[src/core/acc_alu_pkg.sv]
package acc_alu_pkg;
  typedef enum logic [2:0] {
    OP_ADD_ACC,
    OP_ADC_ACC,
    OP_ADD_MEM,
    OP_ADC_MEM,
    OP_AND_ACC,
    OP_AND_MEM,
    OP_OTHER
  } op_e;

  localparam int DATA_W = 8;
  localparam int FLAG_W = 5;
  localparam int CNT_W = 2;

  // Flag bit positions
  localparam int FLAG_C = 0;
  localparam int FLAG_AC = 1;
  localparam int FLAG_Z = 2;
  localparam int FLAG_OV = 3;
  localparam int FLAG_SC = 4;

  localparam logic [DATA_W-1:0] ACC_RESET = 8'h00;
  localparam logic [FLAG_W-1:0] FLAGS_RESET = 5'h00;

  // Cycle counts
  localparam logic [CNT_W-1:0] CYC_BASE_PLAIN = 2'h1;
  localparam logic [CNT_W-1:0] CYC_BASE_EXT = 2'h2;
  localparam logic [CNT_W-1:0] CYC_EXTRA = 2'h1;
endpackage

[src/core/alu_calc_if.sv]
`timescale 1ns/1ps
`default_nettype none
interface alu_calc_if;
  import acc_alu_pkg::*;
  op_e op;
  logic [DATA_W-1:0] a;
  logic [DATA_W-1:0] b;
  logic [FLAG_W-1:0] flg_in;
  logic [DATA_W-1:0] res;
  logic [FLAG_W-1:0] flg_out;
  modport ctrl (output op, output a, output b, output flg_in, input res, input flg_out);
  modport calc (input op, input a, input b, input flg_in, output res, output flg_out);
endinterface
`default_nettype wire

[src/core/acc_alu_calc.sv]
`timescale 1ns/1ps
`default_nettype none
module acc_alu_calc (
  alu_calc_if.calc cif
);
  import acc_alu_pkg::*;

  logic cin;
  logic is_and;
  logic [4:0] lo;
  logic [3:0] mid;
  logic [1:0] top;
  logic c7;
  logic [DATA_W-1:0] sum;

  always_comb begin
    is_and = (cif.op == OP_AND_ACC) || (cif.op == OP_AND_MEM);
    cin = ((cif.op == OP_ADC_ACC) || (cif.op == OP_ADC_MEM)) ? cif.flg_in[FLAG_C] : 1'b0;
    // Split at bit 3 and bit 6 to expose half carry and carry into the sign bit
    lo = {1'b0, cif.a[3:0]} + {1'b0, cif.b[3:0]} + {4'h0, cin};
    mid = {1'b0, cif.a[6:4]} + {1'b0, cif.b[6:4]} + {3'h0, lo[4]};
    c7 = mid[3];
    top = {1'b0, cif.a[7]} + {1'b0, cif.b[7]} + {1'b0, c7};
    sum = {top[0], mid[2:0], lo[3:0]};
    cif.flg_out = cif.flg_in;
    if (is_and) begin
      cif.res = cif.a & cif.b;
      cif.flg_out[FLAG_Z] = (cif.res == 8'h00);
    end else begin
      cif.res = sum;
      cif.flg_out[FLAG_C] = top[1];
      cif.flg_out[FLAG_AC] = lo[4];
      cif.flg_out[FLAG_Z] = (sum == 8'h00);
      cif.flg_out[FLAG_OV] = c7 ^ top[1];
      cif.flg_out[FLAG_SC] = c7 ^ top[1] ^ sum[7];
    end
  end
endmodule
`default_nettype wire

[src/core/acc_add_and_alu.sv]
`timescale 1ns/1ps
`default_nettype none
// What this block does
// - Extended skip: three cycles when skipping, two cycles otherwise
// - Extended instruction writing pc_low_byte takes three cycles
// - Add with carry to accumulator: acc + mem + carry into acc
// - add_with_carry_to_memory: acc + mem + carry into memory byte
// - Add memory to accumulator without carry, result in acc
// - Add immediate to accumulator without carry, result in acc
// - add_to_memory: acc + mem into memory, acc unchanged
// - Every add updates overflow, zero, half carry, carry, signed carry
// - AND memory to accumulator, result in acc, only zero flag
// - AND immediate to accumulator, only zero flag changes
// - and_to_memory: mem AND acc written to the memory byte
// - Plain skip: two cycles when skipping, one otherwise
// - Plain instruction writing pc_low_byte takes two cycles
module acc_add_and_alu (
  input wire logic mclk,
  input wire logic rstn,
  input wire logic ce,
  input wire logic issue,
  input wire acc_alu_pkg::op_e op,
  input wire logic ext,
  input wire logic use_imm,
  input wire logic [acc_alu_pkg::DATA_W-1:0] imm,
  input wire logic [acc_alu_pkg::DATA_W-1:0] mem_rdata,
  input wire logic skip_taken,
  input wire logic pcl_write,
  output logic busy,
  output logic done,
  output logic [acc_alu_pkg::DATA_W-1:0] acc,
  output logic [acc_alu_pkg::FLAG_W-1:0] flags,
  output logic [acc_alu_pkg::DATA_W-1:0] mem_wdata,
  output logic mem_we
);
  import acc_alu_pkg::*;

  typedef enum logic {ST_IDLE, ST_EXEC} state_e;

  function automatic logic to_memory(input op_e o);
    return (o == OP_ADD_MEM) || (o == OP_ADC_MEM) || (o == OP_AND_MEM);
  endfunction

  function automatic logic is_add(input op_e o);
    return (o == OP_ADD_ACC) || (o == OP_ADC_ACC) || (o == OP_ADD_MEM) || (o == OP_ADC_MEM);
  endfunction

  state_e state_r, state_nxt;
  logic [CNT_W-1:0] cnt_r, cnt_nxt;
  op_e op_r, op_nxt;
  logic [DATA_W-1:0] opb_r, opb_nxt;
  logic [DATA_W-1:0] acc_r, acc_nxt;
  logic [FLAG_W-1:0] flags_r, flags_nxt;
  logic [DATA_W-1:0] wdata_r, wdata_nxt;
  logic we_r, we_nxt;
  logic busy_r, busy_nxt;
  logic done_r, done_nxt;
  logic take;

  alu_calc_if cif ();

  acc_alu_calc u_calc (
    .cif(cif)
  );

  // Operands are latched at issue so memory may change during the wait cycles
  assign cif.op = op_r;
  assign cif.a = acc_r;
  assign cif.b = opb_r;
  assign cif.flg_in = flags_r;

  assign take = issue && (state_r == ST_IDLE);

  always_comb begin
    state_nxt = state_r;
    cnt_nxt = cnt_r;
    op_nxt = op_r;
    opb_nxt = opb_r;
    acc_nxt = acc_r;
    flags_nxt = flags_r;
    wdata_nxt = wdata_r;
    we_nxt = 1'b0;
    busy_nxt = busy_r;
    done_nxt = 1'b0;
    unique case (state_r)
      ST_IDLE: begin
        if (issue) begin
          // A skip or a pc_low_byte write costs one cycle more; both together still cost only one
          cnt_nxt = (ext ? CYC_BASE_EXT : CYC_BASE_PLAIN)
                    + ((skip_taken || pcl_write) ? CYC_EXTRA : 2'h0);
          op_nxt = op;
          // Immediate only reaches the accumulator forms
          opb_nxt = (use_imm && !to_memory(op)) ? imm : mem_rdata;
          busy_nxt = 1'b1;
          state_nxt = ST_EXEC;
        end
      end
      ST_EXEC: begin
        cnt_nxt = cnt_r - 2'h1;
        if (cnt_r == 2'h1) begin
          state_nxt = ST_IDLE;
          busy_nxt = 1'b0;
          done_nxt = 1'b1;
          if (op_r != OP_OTHER) begin
            flags_nxt = cif.flg_out;
            if (to_memory(op_r)) begin
              wdata_nxt = cif.res;
              we_nxt = 1'b1;
            end else begin
              acc_nxt = cif.res;
            end
          end
        end
      end
    endcase
  end

  always_ff @(posedge mclk or negedge rstn) begin
    if (!rstn) begin
      state_r <= ST_IDLE;
      cnt_r <= 2'h0;
      op_r <= OP_OTHER;
      opb_r <= 8'h00;
      acc_r <= ACC_RESET;
      flags_r <= FLAGS_RESET;
      wdata_r <= 8'h00;
      we_r <= 1'b0;
      busy_r <= 1'b0;
      done_r <= 1'b0;
    end else if (ce) begin
      state_r <= state_nxt;
      cnt_r <= cnt_nxt;
      op_r <= op_nxt;
      opb_r <= opb_nxt;
      acc_r <= acc_nxt;
      flags_r <= flags_nxt;
      wdata_r <= wdata_nxt;
      we_r <= we_nxt;
      busy_r <= busy_nxt;
      done_r <= done_nxt;
    end
  end

  assign busy = busy_r;
  assign done = done_r;
  assign acc = acc_r;
  assign flags = flags_r;
  assign mem_wdata = wdata_r;
  assign mem_we = we_r;

  // Timing checks hold only while ce stays high
  chk_ext_skip_len: assert property (@(posedge mclk) disable iff (!rstn || !ce)
    take && ext && skip_taken && !pcl_write |=> busy_r[*3] ##1 (!busy_r && done_r))
    else $error("extended skip did not take three cycles");

  chk_ext_noskip_len: assert property (@(posedge mclk) disable iff (!rstn || !ce)
    take && ext && !skip_taken && !pcl_write |=> busy_r[*2] ##1 (!busy_r && done_r))
    else $error("extended no-skip did not take two cycles");

  chk_ext_pcl_len: assert property (@(posedge mclk) disable iff (!rstn || !ce)
    take && ext && pcl_write |=> busy_r[*3] ##1 done_r)
    else $error("extended pc low write did not take three cycles");

  chk_plain_timing: assert property (@(posedge mclk) disable iff (!rstn || !ce)
    take && !ext && !skip_taken && !pcl_write |=> busy_r ##1 (!busy_r && done_r))
    else $error("plain instruction did not take one cycle");

  chk_plain_pcl_len: assert property (@(posedge mclk) disable iff (!rstn || !ce)
    take && !ext && (pcl_write || skip_taken) |=> busy_r[*2] ##1 (!busy_r && done_r))
    else $error("plain skip or pc low write did not take two cycles");

  chk_adc_acc_sum: assert property (@(posedge mclk) disable iff (!rstn)
    $rose(done_r) && op_r == OP_ADC_ACC
      |-> acc_r == 8'($past(acc_r) + opb_r + {7'h00, $past(flags_r[FLAG_C])}))
    else $error("add with carry to accumulator result wrong");

  chk_add_mem_keep: assert property (@(posedge mclk) disable iff (!rstn)
    $rose(done_r) && op_r == OP_ADD_MEM
      |-> mem_we && acc_r == $past(acc_r) && mem_wdata == 8'(acc_r + opb_r))
    else $error("add to memory wrote wrong value or touched accumulator");

  chk_and_flags_only: assert property (@(posedge mclk) disable iff (!rstn)
    $rose(done_r) && !is_add(op_r) && op_r != OP_OTHER
      |-> flags_r[FLAG_C] == $past(flags_r[FLAG_C]) && flags_r[FLAG_OV] == $past(flags_r[FLAG_OV])
          && flags_r[FLAG_AC] == $past(flags_r[FLAG_AC]) && flags_r[FLAG_SC] == $past(flags_r[FLAG_SC])
          && flags_r[FLAG_Z] == ((to_memory(op_r) ? mem_wdata : acc_r) == 8'h00))
    else $error("AND changed a flag other than zero");

  chk_adc_mem_sum: assert property (@(posedge mclk) disable iff (!rstn)
    $rose(done_r) && op_r == OP_ADC_MEM
      |-> mem_we && acc_r == $past(acc_r) && mem_wdata == 8'(acc_r + opb_r + {7'h00, $past(flags_r[FLAG_C])}))
    else $error("add with carry to memory result wrong");

  chk_add_acc_sum: assert property (@(posedge mclk) disable iff (!rstn)
    $rose(done_r) && op_r == OP_ADD_ACC
      |-> !mem_we && acc_r == 8'($past(acc_r) + opb_r))
    else $error("add to accumulator result wrong");

  chk_and_acc_result: assert property (@(posedge mclk) disable iff (!rstn)
    $rose(done_r) && op_r == OP_AND_ACC
      |-> !mem_we && acc_r == ($past(acc_r) & opb_r))
    else $error("AND to accumulator result wrong");

  chk_and_mem_result: assert property (@(posedge mclk) disable iff (!rstn)
    $rose(done_r) && op_r == OP_AND_MEM
      |-> mem_we && acc_r == $past(acc_r) && mem_wdata == (acc_r & opb_r))
    else $error("AND to memory result wrong");

  chk_add_zero_sign: assert property (@(posedge mclk) disable iff (!rstn)
    $rose(done_r) && is_add(op_r)
      |-> flags_r[FLAG_Z] == ((to_memory(op_r) ? mem_wdata : acc_r) == 8'h00)
          && flags_r[FLAG_SC] == (flags_r[FLAG_OV] ^ (to_memory(op_r) ? mem_wdata[7] : acc_r[7])))
    else $error("zero or signed carry flag wrong after add");

  // Signed overflow: both operands share a sign that the result lacks
  chk_add_overflow: assert property (@(posedge mclk) disable iff (!rstn)
    $rose(done_r) && op_r == OP_ADD_ACC
      |-> flags_r[FLAG_OV] == (($past(acc_r[7]) == opb_r[7]) && (acc_r[7] != opb_r[7])))
    else $error("overflow flag wrong after add");

  chk_done_pulse: assert property (@(posedge mclk) disable iff (!rstn || !ce)
    done_r |-> !busy_r ##1 !done_r)
    else $error("done overlapped busy or stood longer than a cycle");

  chk_we_with_done: assert property (@(posedge mclk) disable iff (!rstn)
    mem_we |-> done_r && to_memory(op_r))
    else $error("memory write outside a memory destination completion");

  chk_half_carry: assert property (@(posedge mclk) disable iff (!rstn)
    $rose(done_r) && op_r == OP_ADD_ACC
      |-> flags_r[FLAG_AC] == (({1'b0, $past(acc_r[3:0])} + {1'b0, opb_r[3:0]}) > 5'h0f)
          && flags_r[FLAG_C] == (({1'b0, $past(acc_r)} + {1'b0, opb_r}) > 9'h0ff))
    else $error("half carry or carry flag wrong after add");
endmodule
`default_nettype wire

[config.mk]
export PLATFORM = sky130hd
export DESIGN_NAME = acc_add_and_alu
export DESIGN_NICKNAME = d
export VERILOG_FILES = /design/src/core/acc_alu_pkg.sv /design/src/core/alu_calc_if.sv /design/src/core/acc_alu_calc.sv /design/src/core/acc_add_and_alu.sv
export SDC_FILE = /design/constraint.sdc
export NUM_CORES = 1
export LEC_CHECK = 0
export ABC_AREA = 0
export CORE_ASPECT_RATIO = 0.6
export CORE_MARGIN = 8
export CORE_UTILIZATION = 35
export CTS_BUF_LIST = sky130_fd_sc_hd__clkbuf_2 sky130_fd_sc_hd__clkbuf_4 sky130_fd_sc_hd__clkbuf_8
export CTS_CLUSTER_SIZE = 28
export DETAILED_ROUTE_END_ITERATION = 8
export DONT_BUFFER_PORTS = 1
export PLACE_DENSITY_LB_ADDON = 0.15
export SLEW_MARGIN = 0
export SYNTH_ARGS = -nofsm -noshare
export SYNTH_HDL_FRONTEND = slang
export SYNTH_SLANG_ARGS = --single-unit
export TNS_END_PERCENT = 1
[constraint.sdc]
create_clock -name mclk -period 3.58 [get_ports mclk]
set_clock_uncertainty 0.2 [all_clocks]
set_input_delay 0.358 -clock mclk [delete_from_list [all_inputs] [get_ports mclk]]
set_output_delay 0.358 -clock mclk [all_outputs]
set_load 0.02 [all_outputs]
* Word level (Yosys, flattened, before mapping) *
Cells that the tools add are included.

storage, ports and cells
  flip-flop bits (word level) = 38
  input bits = 27
  output and inout port bits = 24
  logic and storage cells = 75

operators by class
  $add $sub $neg = 8
  equal/unequal tests = 12
  muxes and demuxes = 20
  bitwise operators = 6
  reduce and logical (&&, ||, !) cells = 18

operator list
  cell                number
  $logic_not 8->1     2
  $mux 8              2
  $reduce_and 5->1    3
  $mux 1              13
  $eq 3x2->1 const B  4
  $eq 3x3->1 const B  3
  $and 8x8->8         1
  $logic_or 1x1->1    7
  $reduce_and 3->1    2
  $add 4x4->5         1
  $add 5x1->5         1
  $add 2x1->2         2
  $add 3x3->4         1
  $add 4x1->4         1
  $mux 2              2
  $pmux 1 s2          2
  $pmux 2 s2          1
  $reduce_and 4->1    1
  $eq 3x1->1 const B  1
  $ne 3x3->1 const B  1
  $not 1->1           3
  $add 1x1->2         1
  $eq 2x1->1 const B  1
  $ne 2x1->1 const B  1
  other kinds (6)     7

* Longest topological paths before layout *
  word-level depth = 8
  mapped depth = 15
  depth with buffers taken out = 15

* By module *
A second synthesis with hierarchy kept.

unflattened totals
  cells, all modules = 206
  area total of the unflattened synthesis = 2225.9 µm²

modules (own cells, without submodules)
  module           times used  cells each  area each (µm²)  seq. area each (µm²)
  acc_add_and_alu  1           138         1720.4           953.4
  acc_alu_calc     1           68          505.5            0.0

* Least setup slack after synthesis *
OpenSTA, ideal clock, no wires.

  kind = register -> register
  from = register op_r[2], in the netlist cif.op[2]
  to = register flags_r[2], in the netlist flags[2]
  setup time = 0.082 ns
  data arrival time = 3.267 ns
  data required time = 3.298 ns
  path slack = 0.031 ns
  cell stages (with the launch flop) = 16
  buffers on the path = 1
  period minus slack after synthesis = 3.549 ns
  path through = dfstp_2 > clkbuf_2 > nor2_1 > fa_1 > inv_1 > fa_1 > nor2b_1 > o21ai_0 > nand2b_1 > fa_1 > a21o_1 > a21o_1 > fa_1 > nor3_1 > o2111ai_1 > a31oi_1

between the ends
  word-level cells in the longest chain between the ends = 8
  elaborated cells between the ends (all ways) = 14
  classes of those cells = 3 x add/sub; 5 x eq/ne; 2 x mux; 4 x reduce/logical

RTL lines
  element                                   line                    text
  start: declaration                        acc_add_and_alu.sv:50   op_e op_r, op_nxt;
  start signal: assignment                  acc_add_and_alu.sv:133  op_r <= op_nxt;
  $eq 3x1->1 or $eq 3x2->1 (tied branches)  acc_alu_calc.sv:18      cin = ((cif.op == OP_ADC_ACC) || (cif.op == OP_ADC_MEM)) ? cif.flg_in[FLAG_C] : 1'b0;
  $logic_or 1x1->1 (*)                      acc_alu_calc.sv:18
  $mux 1 (*)                                acc_alu_calc.sv:18
  $add 5x1->5 (*)                           acc_alu_calc.sv:20      lo = {1'b0, cif.a[3:0]} + {1'b0, cif.b[3:0]} + {4'h0, cin};
  via u_calc.lo[4]                          acc_alu_calc.sv:10      logic [4:0] lo;
  $add 4x1->4 (*)                           acc_alu_calc.sv:21      mid = {1'b0, cif.a[6:4]} + {1'b0, cif.b[6:4]} + {3'h0, lo[4]};
  $add 2x1->2                               acc_alu_calc.sv:23      top = {1'b0, cif.a[7]} + {1'b0, cif.b[7]} + {1'b0, c7};
  $logic_not 8->1 (*)                       acc_alu_calc.sv:33      cif.flg_out[FLAG_Z] = (sum == 8'h00);
  $mux 1 (*)                                acc_alu_calc.sv:26      if (is_and) begin
  end signal: assignment                    acc_add_and_alu.sv:136  flags_r <= flags_nxt;
  end: declaration                          acc_add_and_alu.sv:53   logic [FLAG_W-1:0] flags_r, flags_nxt;

Mark *: on every way through the listed nets, which the timed path passes. The rest lies on a longest branch.
A chain may end at the register's enable or synchronous reset.

* Worst setup path in the final report *
Ends and elaborated chain as after synthesis.

==> run summary <==
Fmax: 290 MHz
Slowest stage cell, crit path: dfstp_2
YS warnings: 0
Mapped cell area: 2090 um2
Root Buffer: clkbuf_8
Rows: 21
Ys flop type: dfrtp_1
DR pass1 iterations: 5
Overflow after GRT: 0
P_int: 1.38 mW
Sink Count: 38
CP Capture Type: flip-flop
Pwr dens: 1070 nW/um2
Worst Path Buf+Inv: 1
H-tree levels: 2
Crit path max fanout: 2
Clk_lat worst skew: 0.29 ns
Drt drc: 0
Mapped Cells: 197
Worst EP required: 3.59 ns
Crit path time final: 3.45 ns
IO Port Bufs: 0
Clock share of power: 12.1%
GPL Wtd Cong: 0.839
DR vias/cell: 4.86
Most instantiated cells after synthesis: dfrtp_1 (36), nand2_1 (22), o21ai_0 (22), mux2i_1 (15), inv_1 (13)
I/O Pins: 51
First-pass GRT wire length: 8.18 mm
WL final: 4.96 mm
Yosys reg bits: 38
Initial antenna violation count: 0
Hold Violations, Final: 0
CTS clk-pin slew, worst paths: 0.08 ns
Yosys top cell by area: dfrtp_1
Delay of the slowest critical-path stage: 0.54 ns
Cell mode on critical path: fa_2
Final Setup Violations: 0
Via count: 1415
Worst-margin pin slew: 0.690 ns
Max Cap Viol: 0
Core ar.: 5680 um2
Family with the most delay on the worst path: adder cells
CTS tree: done
Die Area: 8790 um2
Non-Filler Instances: 291
Num CTS Buffers: 5
Type of the worst min-delay path: input pin to flip-flop
Worst Path Arrival: 3.46 ns
Crit Path Class: flip-flop to flip-flop
Number of flops mapped to enable cells by yosys: 0
Worst Setup Start Kind: flip-flop
P&R area growth vs syn: 13.6%
Crit-path cells: nor2_2, fa_2, inv_2, fa_2, nor2b_1, o21ai_1, nand2b_1, fa_2, a21o_1, a21o_1, fa_1, nor3_2, o2111ai_1, a31oi_1
Share of power burned in registers: 39.6%
Vias in the first global route: 1507
Starting Density: 36.9%
Post-synthesis sequential area ratio: 45.5%
Instance area at placement: 2200 um2
Design Area, Final: 2380 um2
Final worst setup slack: 0.131 ns
Maximum vdd ir drop: 0.270 mV
Area contributors post-synth: dfrtp_1 (43%), mux2i_1 (7.2%), fa_1 (5.7%)
Most instantiated library cell after synthesis: dfrtp_1
GRT Overall Usage: 11.9%
Largest net degree at the start of global routing: 39
R2R setup slack: 0.13 ns
Routed wire per std cell: 17.0 um
Worst slew margin: 53.9%
Post-Place Cells: 277
Final core utilization: 41.9%
Die width: 116 um
DP HPWL: 4.01 mm
Syn_nets: 239
Yosys cell types: 36
Total Power: 2.54 mW
Part of the power in combinational logic: 48.3%
Fraction of layout cells with a size suffix above 1: 18.5%
ANT nets after route: 0
Final period util: 96.3%
Top cell type's share of synthesized area: 43.0%
Chip height: 75.9 um
Leakage: 1.11 nW
Diodes inserted: 0
Starting DRT DRC Count: 75
DP Worst Slack: 0.0393 ns
Outcome: finished clean
Avg Cell Area, Syn: 10.6 um2
Sw Pwr: 1.17 mW
Asr flop ratio synth: 100%
Net Sw Frac: 45.9%
Max-slew violation count: 0
CTS Buffer Depth: 2
Fin nets: 252
==> path summary, 6_finish.rpt <==
check / end / startpoint / cells past startpoint
min in group asynchronous: cnt_r[1] / rstn / 2
setup / recovery: flags[2] / cif.op[2] / 14
max in group asynchronous: cif.op[1] / rstn / 2
hold / removal: cif.op[0] / op[0] / 1
hold reg to reg: cnt_r[1] / cnt_r[1] / 2
setup reg to reg: flags[2] / cif.op[2] / 14
==> cell type report <==
type,count,area (um2)
multi-input cells,140,1070
well taps,80,100
repair buffers,12,108
inverters,13,48.8
clock inverters,2,12.5
flip-flops and latches,38,953
clock buffers,6,82.6
fillers,576,3300
==> worst reg2reg max path: stages, from the launching register on <==
cell,delay (ns)
dfstp_2,0.54
nor2_2,0.05
fa_2,0.34
inv_2,0.07
fa_2,0.20
nor2b_1,0.05
o21ai_1,0.11
nand2b_1,0.11
fa_2,0.38
a21o_1,0.18
a21o_1,0.20
fa_1,0.50
nor3_2,0.18
o2111ai_1,0.12
a31oi_1,0.17
==> routing by layer <==
layer  GRT usage [%]  wire [um]  vias to the layer above
met1            17.8       2620                      663
li1                -          -                      707
met5               0          0                        -
met4            4.12         42                        0
met2            14.9       1940                       43
met3            4.11        355                        2
==> repair_timing <==
action / in CTS / in global routing
gates resized for setup: 0 / 7
hold buffers: 3 / 0
hold endpoints to repair: 39 / 0
setup buffers: 0 / 3
setup endpoints to repair: 0 / 4
==> registers in the layout, summed over array words and instances (netlist names) <==
register   cells
cif.b          8
cif.op         3
mem_wdata      8
cnt_r          2
busy           1
state_r        1
flags          5
acc            8
done           1
mem_we         1
==> per-stage QoR <==
| stage | hold WS [ns] | setup TNS (ns) |
|---|---|---|
| after CTS | 0.0175 | 0 |
| after global placement | -0.136 | 0 |
| after global routing | 0.0148 | -0.0199 |
| after floorplan | -0.138 | 0 |
| final | 0.0241 | 0 |
| after detailed placement | -0.136 | 0 |
==> power by group through the flow <==
stage               logic (mW)  clock network (mW)  registers, mW
detailed placement        1.13                   0           1.03
finish                    1.23               0.306           1.01
global route              1.39               0.332           1.05
floorplan                0.821                   0          0.946
global placement          1.11                   0           1.02
CTS                       1.15               0.315           1.02
==> logic make-up after synthesis <==
group	share of synthesized area, %
buffers and inverters	3.95
AO/OA/AOI/OAI	12.7
adder cells (fa/ha/maj)	11.1
AND/OR/NAND/NOR	12.9
flip-flops	45.5
multiplexers	12.6
XOR/XNOR	1.26
==> layout by cell type, fill, tap and decap left out, types with 2 or more instances in the layout <==
cell type / n
dfrtp_1: 36
nand2_1: 22
o21ai_0: 21
mux2i_1: 15
inv_1: 12
mux2_2: 10
nor2_1: 9
ha_1: 9
buf_4: 9
a21oi_1: 8
clkbuf_8: 6
a21o_1: 4
nand2b_1: 4
nand3b_1: 3
a21boi_0: 3
nor2b_1: 3
nand3_1: 3
fa_1: 3
fa_2: 3
xor2_1: 2
a31oi_1: 2
dfstp_2: 2
dlygate4sd3_1: 2
Note: power is estimated with default switching activity, not from simulation.
